--- config.mk ---
export PLATFORM = sky130hd
export DESIGN_NAME = tcc_top
export DESIGN_NICKNAME = d
export VERILOG_FILES = /design/src/inc/tcc_pkg.sv /design/src/rtl/tcc_edge.sv /design/src/rtl/tcc_prescaler.sv /design/src/rtl/tcc_top.sv
export SDC_FILE = /design/constraint.sdc
export NUM_CORES = 1
export LEC_CHECK = 0
export BUFFER_PORTS_ARGS = -buffer_cell sky130_fd_sc_hd__buf_2
export CAP_MARGIN = 20
export CORE_AREA = 5 5 240 242
export CTS_CLUSTER_SIZE = 16
export DETAILED_ROUTE_END_ITERATION = 12
export DIE_AREA = 0 0 245 247
export PLACE_DENSITY = 0.74
export SETUP_SLACK_MARGIN = 0.1
export SKIP_LAST_GASP = 1
export SYNTH_ARGS = -nofsm -noshare
export SYNTH_HDL_FRONTEND = slang
export SYNTH_SLANG_ARGS = --single-unit
--- constraint.sdc ---
create_clock -name mclk -period 2.4 [get_ports mclk]
set_input_delay 0.48 -clock mclk [delete_from_list [all_inputs] [get_ports mclk]]
set_output_delay 0.48 -clock mclk [all_outputs]
set_load 0.05 [all_outputs]
--- src/inc/tcc_pkg.sv ---
// Shared constants and types of the three-channel timer block
package tcc_pkg;
  // Channel count, counter width and address layout
  localparam int TCC_NUM_CH = 3;
  localparam int TCC_CNT_W = 16;
  localparam int TCC_MAX_CH = 3;
  localparam logic [7:0] TCC_CH_STRIDE = 8'h40;
  localparam logic [7:0] TCC_BLK_BASE = 8'hC0;
  // Per-channel register offsets inside one stride
  localparam logic [5:0] TCC_OFF_CMD = 6'h00;
  localparam logic [5:0] TCC_OFF_MODE = 6'h04;
  localparam logic [5:0] TCC_OFF_STEP = 6'h08;
  localparam logic [5:0] TCC_OFF_CV = 6'h10;
  localparam logic [5:0] TCC_OFF_RA = 6'h14;
  localparam logic [5:0] TCC_OFF_RB = 6'h18;
  localparam logic [5:0] TCC_OFF_RC = 6'h1C;
  localparam logic [5:0] TCC_OFF_SR = 6'h20;
  localparam logic [5:0] TCC_OFF_IER = 6'h24;
  localparam logic [5:0] TCC_OFF_IDR = 6'h28;
  localparam logic [5:0] TCC_OFF_IMR = 6'h2C;
  // Block-level register offsets
  localparam logic [7:0] TCC_OFF_BCR = 8'hC0;
  localparam logic [7:0] TCC_OFF_BMR = 8'hC4;
  localparam logic [7:0] TCC_OFF_QIER = 8'hC8;
  localparam logic [7:0] TCC_OFF_QIDR = 8'hCC;
  localparam logic [7:0] TCC_OFF_QIMR = 8'hD0;
  localparam logic [7:0] TCC_OFF_QISR = 8'hD4;
  localparam logic [7:0] TCC_OFF_WPMR = 8'hE4;
  // Command, protection and status bit positions
  localparam int TCC_CMD_ON = 0;
  localparam int TCC_CMD_OFF = 1;
  localparam int TCC_CMD_TRG = 2;
  localparam int TCC_BCR_SYNC = 0;
  localparam int TCC_WP_BIT = 0;
  localparam int TCC_SR_COV = 0;
  localparam int TCC_SR_CPC = 4;
  localparam int TCC_SR_LDA = 5;
  localparam int TCC_SR_LDB = 6;
  localparam int TCC_SR_ETRG = 7;
  localparam int TCC_SR_CLKSTA = 16;
  localparam logic [31:0] TCC_EVT_MASK = 32'h000000F1;
  localparam logic [31:0] TCC_QIRQ_MASK = 32'h00000007;
  localparam logic [31:0] TCC_REG_RST = 32'h00000000;
  // Prescaler taps for the divide-by-2, 8, 32 and 128 clocks
  localparam int TCC_PRE_W = 7;
  localparam int TCC_TAP_DIV2 = 0;
  localparam int TCC_TAP_DIV8 = 2;
  localparam int TCC_TAP_DIV32 = 4;
  localparam int TCC_TAP_DIV128 = 6;
  // Edge selection codes
  localparam logic [1:0] TCC_EDGE_NONE = 2'h0;
  localparam logic [1:0] TCC_EDGE_RISE = 2'h1;
  localparam logic [1:0] TCC_EDGE_FALL = 2'h2;
  localparam logic [1:0] TCC_EDGE_BOTH = 2'h3;
  // Channel mode word, capture view
  typedef struct packed {
    logic [11:0] resv_hi;
    logic [1:0] load_b_edge_select;
    logic [1:0] load_a_edge_select;
    logic wave_mode;
    logic compare_c_trigger_en;
    logic [2:0] resv_mid;
    logic trigger_line_select;
    logic [1:0] trigger_edge_select;
    logic disable_on_b_load;
    logic stop_on_b_load;
    logic [1:0] burst_select;
    logic clock_invert;
    logic [2:0] clock_source_select;
  } tcc_cmr_t;
  // APB request and response bundles
  typedef struct packed {
    logic psel;
    logic penable;
    logic pwrite;
    logic [7:0] paddr;
    logic [31:0] pwdata;
  } tcc_apb_req_t;
  typedef struct packed {
    logic [31:0] prdata;
    logic pready;
    logic pslverr;
  } tcc_apb_rsp_t;
endpackage

--- src/rtl/tcc_edge.sv ---
// Rising and falling edge detector for a group of levels
`timescale 1ns/1ns
module tcc_edge #(
  parameter int W = 3
) (
  input wire logic mclk, // System clock
  input wire logic rst_n, // Synchronous reset, active low
  input wire logic [W-1:0] lvl, // Levels to watch
  output logic [W-1:0] rise, // Pulse on a 0 to 1 change
  output logic [W-1:0] fall // Pulse on a 1 to 0 change
);
  logic [W-1:0] prev_q;

  // Previous sample of each level
  always_ff @(posedge mclk)
  begin
    if (!rst_n)
      prev_q <= '0;
    else
      prev_q <= lvl;
  end

  assign rise = lvl & ~prev_q;
  assign fall = ~lvl & prev_q;
endmodule

--- src/rtl/tcc_prescaler.sv ---
// Free-running divider giving the master clock divided levels
`timescale 1ns/1ns
module tcc_prescaler (
  input wire logic mclk, // System clock
  input wire logic rst_n, // Synchronous reset, active low
  output logic [3:0] div_lvl // Divided levels: /2, /8, /32, /128
);
  import tcc_pkg::*;
  logic [TCC_PRE_W-1:0] cnt_q;

  // Ripple-free binary counter
  always_ff @(posedge mclk)
  begin
    if (!rst_n)
      cnt_q <= '0;
    else
      cnt_q <= cnt_q + 1'b1;
  end

  // Each tap is a square wave at its own rate
  assign div_lvl = {cnt_q[TCC_TAP_DIV128], cnt_q[TCC_TAP_DIV32],
                    cnt_q[TCC_TAP_DIV8], cnt_q[TCC_TAP_DIV2]};
endmodule

--- src/rtl/tcc_top.sv ---
// Timer block: APB registers and capture-mode control of the channels
`timescale 1ns/1ns
module tcc_top #(
  parameter int NUM_CH = tcc_pkg::TCC_NUM_CH,
  parameter int CNT_W = tcc_pkg::TCC_CNT_W
) (
  input wire logic mclk, // System clock, 50 MHz
  input wire logic rst_n, // Synchronous reset, active low
  input tcc_pkg::tcc_apb_req_t apb_req, // APB request from the master
  output tcc_pkg::tcc_apb_rsp_t apb_rsp, // APB response to the master
  input wire logic slow_osc_clk, // Slow clock level
  input wire logic [2:0] ext_clock, // External clock levels 0 to 2
  input wire logic [NUM_CH-1:0] io_line_a, // Line A of each channel
  input wire logic [NUM_CH-1:0] io_line_b // Line B of each channel
);
  import tcc_pkg::*;

  // Refuse shapes the address map and read path cannot serve
  if (NUM_CH < 1 || NUM_CH > TCC_MAX_CH || CNT_W < 2 || CNT_W > 32)
  begin : g_bad_param
    $error("tcc_top: unsupported channel count or counter width");
  end

  // Edge match for a two-bit edge selection code
  function automatic logic edge_hit(input logic [1:0] sel,
                                    input logic r,
                                    input logic f);
    edge_hit = ((sel == TCC_EDGE_RISE) & r) |
               ((sel == TCC_EDGE_FALL) & f) |
               ((sel == TCC_EDGE_BOTH) & (r | f));
  endfunction

  logic setup;
  logic wr_acc;
  logic rd_acc;
  logic blk_hit;
  logic [1:0] ch_sel;
  logic [5:0] reg_off;
  logic [31:0] wdata;
  logic [31:0] prdata_q;
  logic pslverr_q;
  logic [31:0] rd_d;
  logic err_d;
  logic [31:0] rd_ch [NUM_CH];
  logic [NUM_CH-1:0] ok_ch;
  logic [3:0] div_lvl;
  logic wp_q;
  logic [31:0] bmr_q;
  logic [31:0] qmask_q;
  logic sync_trg;

  // APB phase decode; the slave never inserts wait states
  assign setup = apb_req.psel & ~apb_req.penable;
  assign wr_acc = apb_req.psel & apb_req.penable & apb_req.pwrite;
  assign rd_acc = apb_req.psel & apb_req.penable & ~apb_req.pwrite;
  assign blk_hit = apb_req.paddr >= TCC_BLK_BASE;
  assign ch_sel = apb_req.paddr[7:6];
  assign reg_off = apb_req.paddr[5:0];
  assign wdata = apb_req.pwdata;
  assign apb_rsp.pready = 1'b1;
  assign apb_rsp.prdata = prdata_q;
  assign apb_rsp.pslverr = pslverr_q;

  // Shared prescaler for the divided master clock
  tcc_prescaler u_pre (
    .mclk(mclk),
    .rst_n(rst_n),
    .div_lvl(div_lvl)
  );

  // Block-level write protection and mode registers
  always_ff @(posedge mclk)
  begin
    if (!rst_n)
    begin
      wp_q <= 1'b0;
      bmr_q <= TCC_REG_RST;
    end
    else if (wr_acc)
    begin
      if (apb_req.paddr == TCC_OFF_WPMR)
        wp_q <= wdata[TCC_WP_BIT];
      if (apb_req.paddr == TCC_OFF_BMR && !wp_q)
        bmr_q <= wdata;
    end
  end

  // Decoder interrupt mask, set and clear by separate registers
  always_ff @(posedge mclk)
  begin
    if (!rst_n)
      qmask_q <= TCC_REG_RST;
    else if (wr_acc && apb_req.paddr == TCC_OFF_QIER)
      qmask_q <= qmask_q | (wdata & TCC_QIRQ_MASK);
    else if (wr_acc && apb_req.paddr == TCC_OFF_QIDR)
      qmask_q <= qmask_q & ~wdata;
  end

  // Block command: one write triggers every channel at once
  assign sync_trg = wr_acc && apb_req.paddr == TCC_OFF_BCR &&
                    wdata[TCC_BCR_SYNC];

  // Read data and error for the addressed register
  always_comb
  begin
    rd_d = '0;
    err_d = 1'b0;
    if (blk_hit)
    begin
      unique case (apb_req.paddr)
        TCC_OFF_BCR, TCC_OFF_QIER, TCC_OFF_QIDR, TCC_OFF_QISR:
          rd_d = '0;
        TCC_OFF_BMR:
          rd_d = bmr_q;
        TCC_OFF_QIMR:
          rd_d = qmask_q;
        TCC_OFF_WPMR:
          rd_d = {31'h0, wp_q};
        default:
          err_d = 1'b1;
      endcase
    end
    else if (int'(ch_sel) < NUM_CH)
    begin
      rd_d = rd_ch[ch_sel];
      err_d = ~ok_ch[ch_sel];
    end
    else
      err_d = 1'b1;
  end

  // Read data captured in the setup phase, held through the access
  always_ff @(posedge mclk)
  begin
    if (!rst_n)
    begin
      prdata_q <= '0;
      pslverr_q <= 1'b0;
    end
    else if (setup)
    begin
      prdata_q <= apb_req.pwrite ? 32'h0 : rd_d;
      pslverr_q <= err_d;
    end
  end

  // One register set and counter per channel
  for (genvar i = 0; i < NUM_CH; i++)
  begin : g_ch
    tcc_cmr_t cmr;
    logic [31:0] mode_q;
    logic [1:0] step_q;
    logic [CNT_W-1:0] cv_q;
    logic [CNT_W-1:0] ra_q;
    logic [CNT_W-1:0] rb_q;
    logic [CNT_W-1:0] rc_q;
    logic [31:0] sr_q;
    logic [31:0] mask_q;
    logic en_q;
    logic stop_q;
    logic hit;
    logic wr_cmd;
    logic src_lvl;
    logic gate_lvl;
    logic cnt_lvl;
    logic [2:0] rise;
    logic [2:0] fall;
    logic tick;
    logic running;
    logic capture;
    logic ld_a;
    logic ld_b;
    logic trg_r;
    logic trg_f;
    logic etrg;
    logic cpc;
    logic trig;
    logic [31:0] evt;
    logic [31:0] rd_clr;
    logic [31:0] rd_v;
    logic ok_v;

    assign cmr = mode_q;
    assign hit = ~blk_hit & (ch_sel == 2'(i));
    assign wr_cmd = wr_acc & hit & (reg_off == TCC_OFF_CMD);
    assign capture = ~cmr.wave_mode;
    assign running = en_q & ~stop_q;

    // Counter clock source selection
    always_comb
    begin
      unique case (cmr.clock_source_select)
        3'h0: src_lvl = div_lvl[0];
        3'h1: src_lvl = div_lvl[1];
        3'h2: src_lvl = div_lvl[2];
        3'h3: src_lvl = div_lvl[3];
        3'h4: src_lvl = slow_osc_clk;
        3'h5: src_lvl = ext_clock[0];
        3'h6: src_lvl = ext_clock[1];
        3'h7: src_lvl = ext_clock[2];
      endcase
    end

    // Burst gating with one of the external clocks
    always_comb
    begin
      unique case (cmr.burst_select)
        2'h0: gate_lvl = src_lvl;
        2'h1: gate_lvl = src_lvl & ext_clock[0];
        2'h2: gate_lvl = src_lvl & ext_clock[1];
        2'h3: gate_lvl = src_lvl & ext_clock[2];
      endcase
    end

    // Inverting turns the falling edge into the counted one
    assign cnt_lvl = gate_lvl ^ cmr.clock_invert;

    // Edges of the counter clock and both lines
    tcc_edge #(
      .W(3)
    ) u_edge (
      .mclk(mclk),
      .rst_n(rst_n),
      .lvl({cnt_lvl, io_line_a[i], io_line_b[i]}),
      .rise(rise),
      .fall(fall)
    );

    assign tick = rise[2] & running;
    // Load edges always come from line A
    assign ld_a = capture & edge_hit(cmr.load_a_edge_select,
                                     rise[1], fall[1]);
    assign ld_b = capture & edge_hit(cmr.load_b_edge_select,
                                     rise[1], fall[1]);
    // Trigger input picked by the line select bit
    assign trg_r = cmr.trigger_line_select ? rise[1] : rise[0];
    assign trg_f = cmr.trigger_line_select ? fall[1] : fall[0];
    assign etrg = capture & edge_hit(cmr.trigger_edge_select,
                                     trg_r, trg_f);
    assign cpc = tick & (cv_q == rc_q);
    // Any trigger clears the counter and restarts its clock if enabled
    assign trig = (wr_cmd & wdata[TCC_CMD_TRG]) | sync_trg | etrg |
                  (capture & cmr.compare_c_trigger_en & cpc);

    // Clock enable: off beats on in one write, zeros are ignored
    always_ff @(posedge mclk)
    begin
      if (!rst_n)
        en_q <= 1'b0;
      else if (wr_cmd && wdata[TCC_CMD_OFF])
        en_q <= 1'b0;
      else if (ld_b && cmr.disable_on_b_load)
        en_q <= 1'b0;
      else if (wr_cmd && wdata[TCC_CMD_ON])
        en_q <= 1'b1;
    end

    // Stopped clock waits for the next trigger
    always_ff @(posedge mclk)
    begin
      if (!rst_n)
        stop_q <= 1'b1;
      else if (trig)
        stop_q <= 1'b0;
      else if (ld_b && cmr.stop_on_b_load)
        stop_q <= 1'b1;
    end

    // Counter value
    always_ff @(posedge mclk)
    begin
      if (!rst_n)
        cv_q <= '0;
      else if (trig)
        cv_q <= '0;
      else if (tick)
        cv_q <= cv_q + 1'b1;
    end

    // Mode and stepper registers under write protection
    always_ff @(posedge mclk)
    begin
      if (!rst_n)
      begin
        mode_q <= TCC_REG_RST;
        step_q <= '0;
      end
      else if (wr_acc && hit && !wp_q)
      begin
        if (reg_off == TCC_OFF_MODE)
          mode_q <= wdata;
        if (reg_off == TCC_OFF_STEP)
          step_q <= wdata[1:0];
      end
    end

    // Register A: counter capture, or software in waveform mode
    always_ff @(posedge mclk)
    begin
      if (!rst_n)
        ra_q <= '0;
      else if (ld_a)
        ra_q <= cv_q;
      else if (wr_acc && hit && reg_off == TCC_OFF_RA && !wp_q &&
               cmr.wave_mode)
        ra_q <= wdata[CNT_W-1:0];
    end

    // Register B: counter capture, or software in waveform mode
    always_ff @(posedge mclk)
    begin
      if (!rst_n)
        rb_q <= '0;
      else if (ld_b)
        rb_q <= cv_q;
      else if (wr_acc && hit && reg_off == TCC_OFF_RB && !wp_q &&
               cmr.wave_mode)
        rb_q <= wdata[CNT_W-1:0];
    end

    // Compare register C
    always_ff @(posedge mclk)
    begin
      if (!rst_n)
        rc_q <= '0;
      else if (wr_acc && hit && reg_off == TCC_OFF_RC && !wp_q)
        rc_q <= wdata[CNT_W-1:0];
    end

    // Sticky events; a read clears only the bits it returned
    assign evt = {24'h0, etrg, ld_b, ld_a, cpc, 3'h0,
                  tick & (&cv_q)} & TCC_EVT_MASK;
    assign rd_clr = (rd_acc && hit && reg_off == TCC_OFF_SR) ?
                    (prdata_q & TCC_EVT_MASK) : 32'h0;

    always_ff @(posedge mclk)
    begin
      if (!rst_n)
        sr_q <= TCC_REG_RST;
      else
        sr_q <= (sr_q & ~rd_clr) | evt;
    end

    // Event mask, set and clear by separate registers
    always_ff @(posedge mclk)
    begin
      if (!rst_n)
        mask_q <= TCC_REG_RST;
      else if (wr_acc && hit && reg_off == TCC_OFF_IER)
        mask_q <= mask_q | (wdata & TCC_EVT_MASK);
      else if (wr_acc && hit && reg_off == TCC_OFF_IDR)
        mask_q <= mask_q & ~wdata;
    end

    // Channel read data and address validity
    always_comb
    begin
      rd_v = '0;
      ok_v = 1'b1;
      unique case (reg_off)
        TCC_OFF_CMD, TCC_OFF_IER, TCC_OFF_IDR:
          rd_v = '0;
        TCC_OFF_MODE:
          rd_v = mode_q;
        TCC_OFF_STEP:
          rd_v = {30'h0, step_q};
        TCC_OFF_CV:
          rd_v = 32'(cv_q);
        TCC_OFF_RA:
          rd_v = 32'(ra_q);
        TCC_OFF_RB:
          rd_v = 32'(rb_q);
        TCC_OFF_RC:
          rd_v = 32'(rc_q);
        TCC_OFF_SR:
          rd_v = sr_q | (32'(en_q) << TCC_SR_CLKSTA);
        TCC_OFF_IMR:
          rd_v = mask_q;
        default:
          ok_v = 1'b0;
      endcase
    end

    assign rd_ch[i] = rd_v;
    assign ok_ch[i] = ok_v;
  end
endmodule
-- Word-level counts from Yosys, hierarchy flattened
Index checks and enable logic that the tools add are counted.
- bitwise logic cells: 160
- mux-type cells: 57
- magnitude comparators: 4
- reduce and logical (&&, ||, !) cells: 100
- eq/ne operators: 79
- add/sub/neg operators: 4
- operator list (kind ; number):
    32-bit case mux with 8 select lines ; 3
    32-bit two-way mux ; 13
    32-bit AND ; 7
    16-bit two-way mux ; 12
    32-bit by 8-bit bitwise OR with 32-bit output ; 6
    8-bit NOT with 32-bit output ; 3
    32-bit by 17-bit bitwise OR with 32-bit output ; 3
    32-bit case mux with 3 select lines ; 1
    1-bit AND ; 79
    32-bit binary-select mux with 2-bit select ; 1
    1-bit logical AND ; 59
    8-bit == test (second input constant) ; 7
    2-bit == test (second input constant) ; 25
    16-bit by 1-bit adder with 16-bit output (second input constant) ; 3
    16-bit == test ; 3
    16-bit AND reduction ; 3
    3-bit == test (second input constant) ; 12
    1-bit bitwise OR ; 33
    32-bit NOT ; 1
    32-bit by 3-bit bitwise OR with 32-bit output ; 1
    2-bit by 1-bit == test with 1-bit output (second input constant) ; 13
    2-bit nonzero test ; 13
    6-bit by 5-bit == test with 1-bit output (second input constant) ; 4
    6-bit == test (second input constant) ; 4
    30 further kinds ; 95
- output and inout port bits: 34
- flip-flop bits (word level): 606

-- Logic depth before layout (Yosys ltp)
- depth in word-level cells: 14
- mapped depth: 11
- depth with buffers taken out: 8

-- By module
A second synthesis with hierarchy kept.
- cells, all modules: 2890
- area total of the unflattened synthesis: 24096.9 um^2
- by module, submodules not included (module ; times used ; cells an instance ; area each (um^2)):
    tcc_top ; 1 ; 2822 ; 23442.5
    tcc_edge ; 3 ; 12 ; 116.4
    tcc_prescaler ; 1 ; 32 ; 305.3

-- Worst setup path after synthesis
Ideal clock, no wire load.
- kind: input port to flip-flop
- start: input port io_line_a[2]
- end: register g_ch[2].ra_q[10]
- path slack: 0.046 ns
- stages: 9
- data required time: 2.263 ns
- path buffers: 2
- arrival: 2.216 ns
- path through: inv_1 > ha_1 > nand2_1 > o211ai_1 > a21oi_1 > buf_1 > clkbuf_1 > mux2i_1 > a211oi_1
- word-level cells in the longest chain between the ends: 7
- RTL lines (what ; RTL line ; text):
    start, declared ; tcc_top.sv:13 ; input wire logic [NUM_CH-1:0] io_line_a,
    2-bit NOT ; tcc_edge.sv:24 ; assign fall = ~lvl & prev_q;
    2-bit AND ; tcc_edge.sv:24 ;
    1-bit AND / 1-bit bitwise OR (equally long branches) ; tcc_top.sv:29, tcc_top.sv:30 ;
    1-bit bitwise OR / 1-bit AND (equally long branches) ; tcc_top.sv:28, tcc_top.sv:30 ;
    1-bit bitwise OR * ; tcc_top.sv:29 ; ((sel == TCC_EDGE_FALL) & f) |
    1-bit AND * ; tcc_top.sv:231 ; assign ld_a = capture & edge_hit(cmr.load_a_edge_select,
    16-bit two-way mux / 2-bit nonzero test (equally long branches) ; - ;
    end signal, assigned ; tcc_top.sv:303 ; ra_q <= cv_q;
    end signal, assigned ; tcc_top.sv:306 ; ra_q <= wdata[CNT_W-1:0];
    end, declared ; tcc_top.sv:154 ; logic [CNT_W-1:0] ra_q;
Every way passes the cells marked *; elsewhere a longest branch is shown, timed or not.
A chain may end at the register's enable or synchronous reset.

-- Final worst setup path
- start: register g_ch[2].mode_q[1]
- end: register g_ch[2].cv_q[13]
- word-level cells in the longest chain between the ends: 11
- RTL lines (what ; RTL line ; text):
    start, declared ; tcc_top.sv:151 ; logic [31:0] mode_q;
    start signal, assigned ; tcc_top.sv:291 ; mode_q <= wdata;
    3-bit == test, or another cell as far along ; tcc_top.sv:192 ; unique case (cmr.clock_source_select)
    1-bit case mux with 8 select lines * ; tcc_top.sv:192 ;
    1-bit AND (on tied branches) ; tcc_top.sv:211, tcc_top.sv:209, tcc_top.sv:210 ;
    1-bit case mux with 4 select lines * ; tcc_top.sv:207 ; unique case (cmr.burst_select)
    1-bit XOR * ; tcc_top.sv:216 ; assign cnt_lvl = gate_lvl ^ cmr.clock_invert;
    3-bit AND * ; tcc_edge.sv:23 ; assign rise = lvl & ~prev_q;
    1-bit AND * ; tcc_top.sv:229 ; assign tick = rise[2] & running;
    1-bit AND ; tcc_top.sv:240 ; assign cpc = tick & (cv_q == rc_q);
    1-bit AND ; tcc_top.sv:243 ; (capture & cmr.compare_c_trigger_en & cpc);
    1-bit bitwise OR ; tcc_top.sv:242 ; assign trig = (wr_cmd & wdata[TCC_CMD_TRG]) | sync_trg | etrg |
    2-bit OR reduction (no line) ; - ;
    end signal, assigned ; tcc_top.sv:277 ; cv_q <= cv_q + 1'b1;
    end, declared ; tcc_top.sv:153 ; logic [CNT_W-1:0] cv_q;
Marks and branches as above.

==> run metrics <==
status completed; Slew Viols, Final 0; Antenna Nets Post-Route 0; Ys Warns 0; GRT Overall Usage 28.39%; kind of critical path reg -> reg; Fillers 5061; Initial Util 44.84%; layout cells sized above 1 17.20%; row count 86; Num CTS Buffers 52; Die ar. 60520 um2; Syn Std Cell Area 24600 um2; Die X 245 um; Worst EP required 2.90 ns; Synth Flop Type dfxtp_1; Synth Instances 3024; CP arrival 2.80 ns; wirelength, routed 88970 um; vias in the first global route 22622; Iter 0 DRT Violations 2993; Worst slew margin 28.82%; Clock Latency Late Sink 0.62 ns; synthesized flop and latch total 525; Post-CTS Hold Buffers 0; WHS Path Cells 2; Worst-path clk slew 0.06 ns; Synth top area share 42.72%; drt first pass iters 6; gp weighted congestion 1.025; DP Wirelength 60950 um; worst reg2reg path depth 9; final setup violation count 0; Synth Net Count 3089; Chip Height 247 um; IO buf count 87; Hold Crit Class in -> reg; register area share after synthesis 42.72%; Final Critical Period 2.298 ns; Leak 10.42 nW; critical-path maximum fanout 16; GR Overflow Total 0; Fin Hold WS 0.1006 ns; Worst path top cell family by delay multiplexers; Critical Path Sink Type register; Mean Syn Cell Area 8.137 um2; Post-synth EDFFs 0; CORE AREA 54880 um2; Tot Pwr 18.35 mW; async set-reset flop share out of synthesis 0%; worst path bufs/invs 3; Residual DRC 0; initial antenna violation count 10; Clock Path Buffers 3; CTS root buffer clkbuf_16; CTS tree done; Clock Sinks 525; DR vias 24009; first-pass GRT wire length 136200 um; drt wl/cell 22.93 um; pin count of the biggest net entering global routing 130; critical path launch point type register; Fmax achieved 435.2 MHz; worst vdd ir 569.1 uV; fin nets 3202; Synth area leader dfxtp_1; boundary pin count 89; Levels on crit path 9; H-Tree Depth 2; vias per cell 6.188; worst path cell trace mux4_2 -> mux2i_1 -> buf_4 -> o211ai_1 -> buf_4 -> a21o_1 -> o211ai_2 -> buf_12 -> nor2_1; P per Cell Area 628.5 nW/um2; Area growth, synth to finish 18.66%; Clock Skew 0.01703 ns; Worst Tran Pin Value 1.067 ns; crit path max-delay cell type mux4_2; CP most frequent cell buf_4; synth top area cells dfxtp_1 (43%), nand2_1 (9.2%), a21oi_1 (8.5%); Crit path largest cell delay 0.51 ns; synth unique cells 83; Max-cap violations 0; final hold violations 0; Period Utilization, post-route 95.75%; RSZ-0062 raised after global routing yes
[cell usage in the layout (no fill, tap or decap), drive strengths merged, types with 16 or more instances in the layout]
cell	n
a22oi	59
a21oi	422
nor4	20
o41ai	16
inv	30
and2	20
a222oi	22
buf	364
and3	16
or3	20
xor2	59
nand2	604
a211oi	110
nor2	231
clkbuf	74
mux2i	156
mux2	18
dfxtp	525
o21ai	40
a221oi	59
nand3	50
[repair_timing]
item / CTS / global route
endpoints found under the hold margin: 0 / 0
gates resized for setup: 5 / 21
endpoints found under the setup margin: 24 / 45
pin swaps: 6 / 8
setup buffers: 2 / 0
[routing by layer]
| metal | vias to the layer above | GRT usage (%) | share of wire, % |
|---|---|---|---|
| li1 | 10922 | - | - |
| met3 | 281 | 6.615 | 12 |
| met1 | 11360 | 38.30 | 40 |
| met2 | 1430 | 42.74 | 43 |
| met5 | - | 0 | 0.11 |
| met4 | 16 | 14.27 | 5.7 |
[worst paths after layout]
| kind | startpoint | to | slack [ns] |
|---|---|---|---|
| worst max-delay path | g_ch[2].cmr[1] | g_ch[2].cv_q[13] | 0.10 |
| worst min-delay path | io_line_b[2] | g_ch[2].u_edge.prev_q[0] | 0.10 |
| worst max register to register | g_ch[2].cmr[1] | g_ch[2].cv_q[13] | 0.10 |
| worst min register to register | g_ch[0].mask_q[31] | g_ch[0].mask_q[31] | 0.43 |
[flip-flops by register name, indices dropped and copies added, names as in the netlist, 3 cells and up, named ones only]
signal and flops:
g_ch.stop_q 3, u_pre.cnt_q 7, g_ch.ra_q 48, g_ch.mask_q 81, g_ch.u_edge.prev_q 9, bmr_q 32, g_ch.rb_q 48, qmask_q 29
prdata_q 32, g_ch.en_q 3, g_ch.rc_q 48, g_ch.cv_q 48, g_ch.step_q 6, g_ch.cmr 96, g_ch.sr_q 15
[synthesized netlist by cell type (all sizes together), types with 12 or more instances]
library cell	n
and2	20
nor4	20
a21oi	422
mux2	18
and3	16
xor2	59
nand4	14
clkbuf	208
dfxtp	525
o21ai	40
a221oi	59
buf	97
o41ai	16
o2111ai	14
nand2	604
or3	20
mux2i	156
a211oi	110
o31ai	12
nor2	231
nand3	50
o211ai	15
inv	28
a22oi	59
nor3b	12
xnor2	14
a222oi	22
nor2b	14
[where the power goes]
part	switching, mW	internal (mW)
sequential	0.0219	8.74
clock	3.59	4.84
combinational	0.821	0.339
total	4.43	13.9
[cell type report]
| type | count | area (um2) | area share [%] |
|---|---|---|---|
| Antenna cell | 2 | 5.005 | 0.01714 |
| Clock buffer | 74 | 1524 | 5.220 |
| Clock inverter | 17 | 219.0 | 0.7499 |
| Inverter | 28 | 112.6 | 0.3857 |
| Multi-Input combinational cell | 2166 | 12870 | 44.10 |
| Sequential cell | 525 | 10520 | 36.04 |
| Tap cell | 704 | 880.8 | 3.017 |
| Timing Repair Buffer | 364 | 3059 | 10.48 |
[stage by stage]
stage          util (%)  TNS (ns)  setup WS, ns  instances  area (um2)
3_5_place_dp      49.84    -9.023       -0.3034       3785       27350
2_1_floorplan         -         0        0.1232       3024       24620
3_3_place_gp      49.84    -7.170       -0.2381       3785       27350
6_report          53.20         0        0.1020       3880       29200
5_1_grt           53.19         0       0.02005       3878       29190
4_1_cts           53.10         0        0.1014       3878       29140
[logic make-up (layout without fill, tap and decap cells)]
kind of cell	count (synthesis)	in the layout	synth area share, %
AO/OA/AOI/OAI	848	848	22.35
multiplexers	178	178	7.567
adder cells (fa/ha/maj)	10	10	0.5085
AND/OR/NAND/NOR	1056	1056	18.63
other	1	3	0.01524
XOR/XNOR	73	73	2.599
flip-flops	525	525	42.72
buffers and inverters	333	483	5.619
Power figures use the tool's default switching activity.
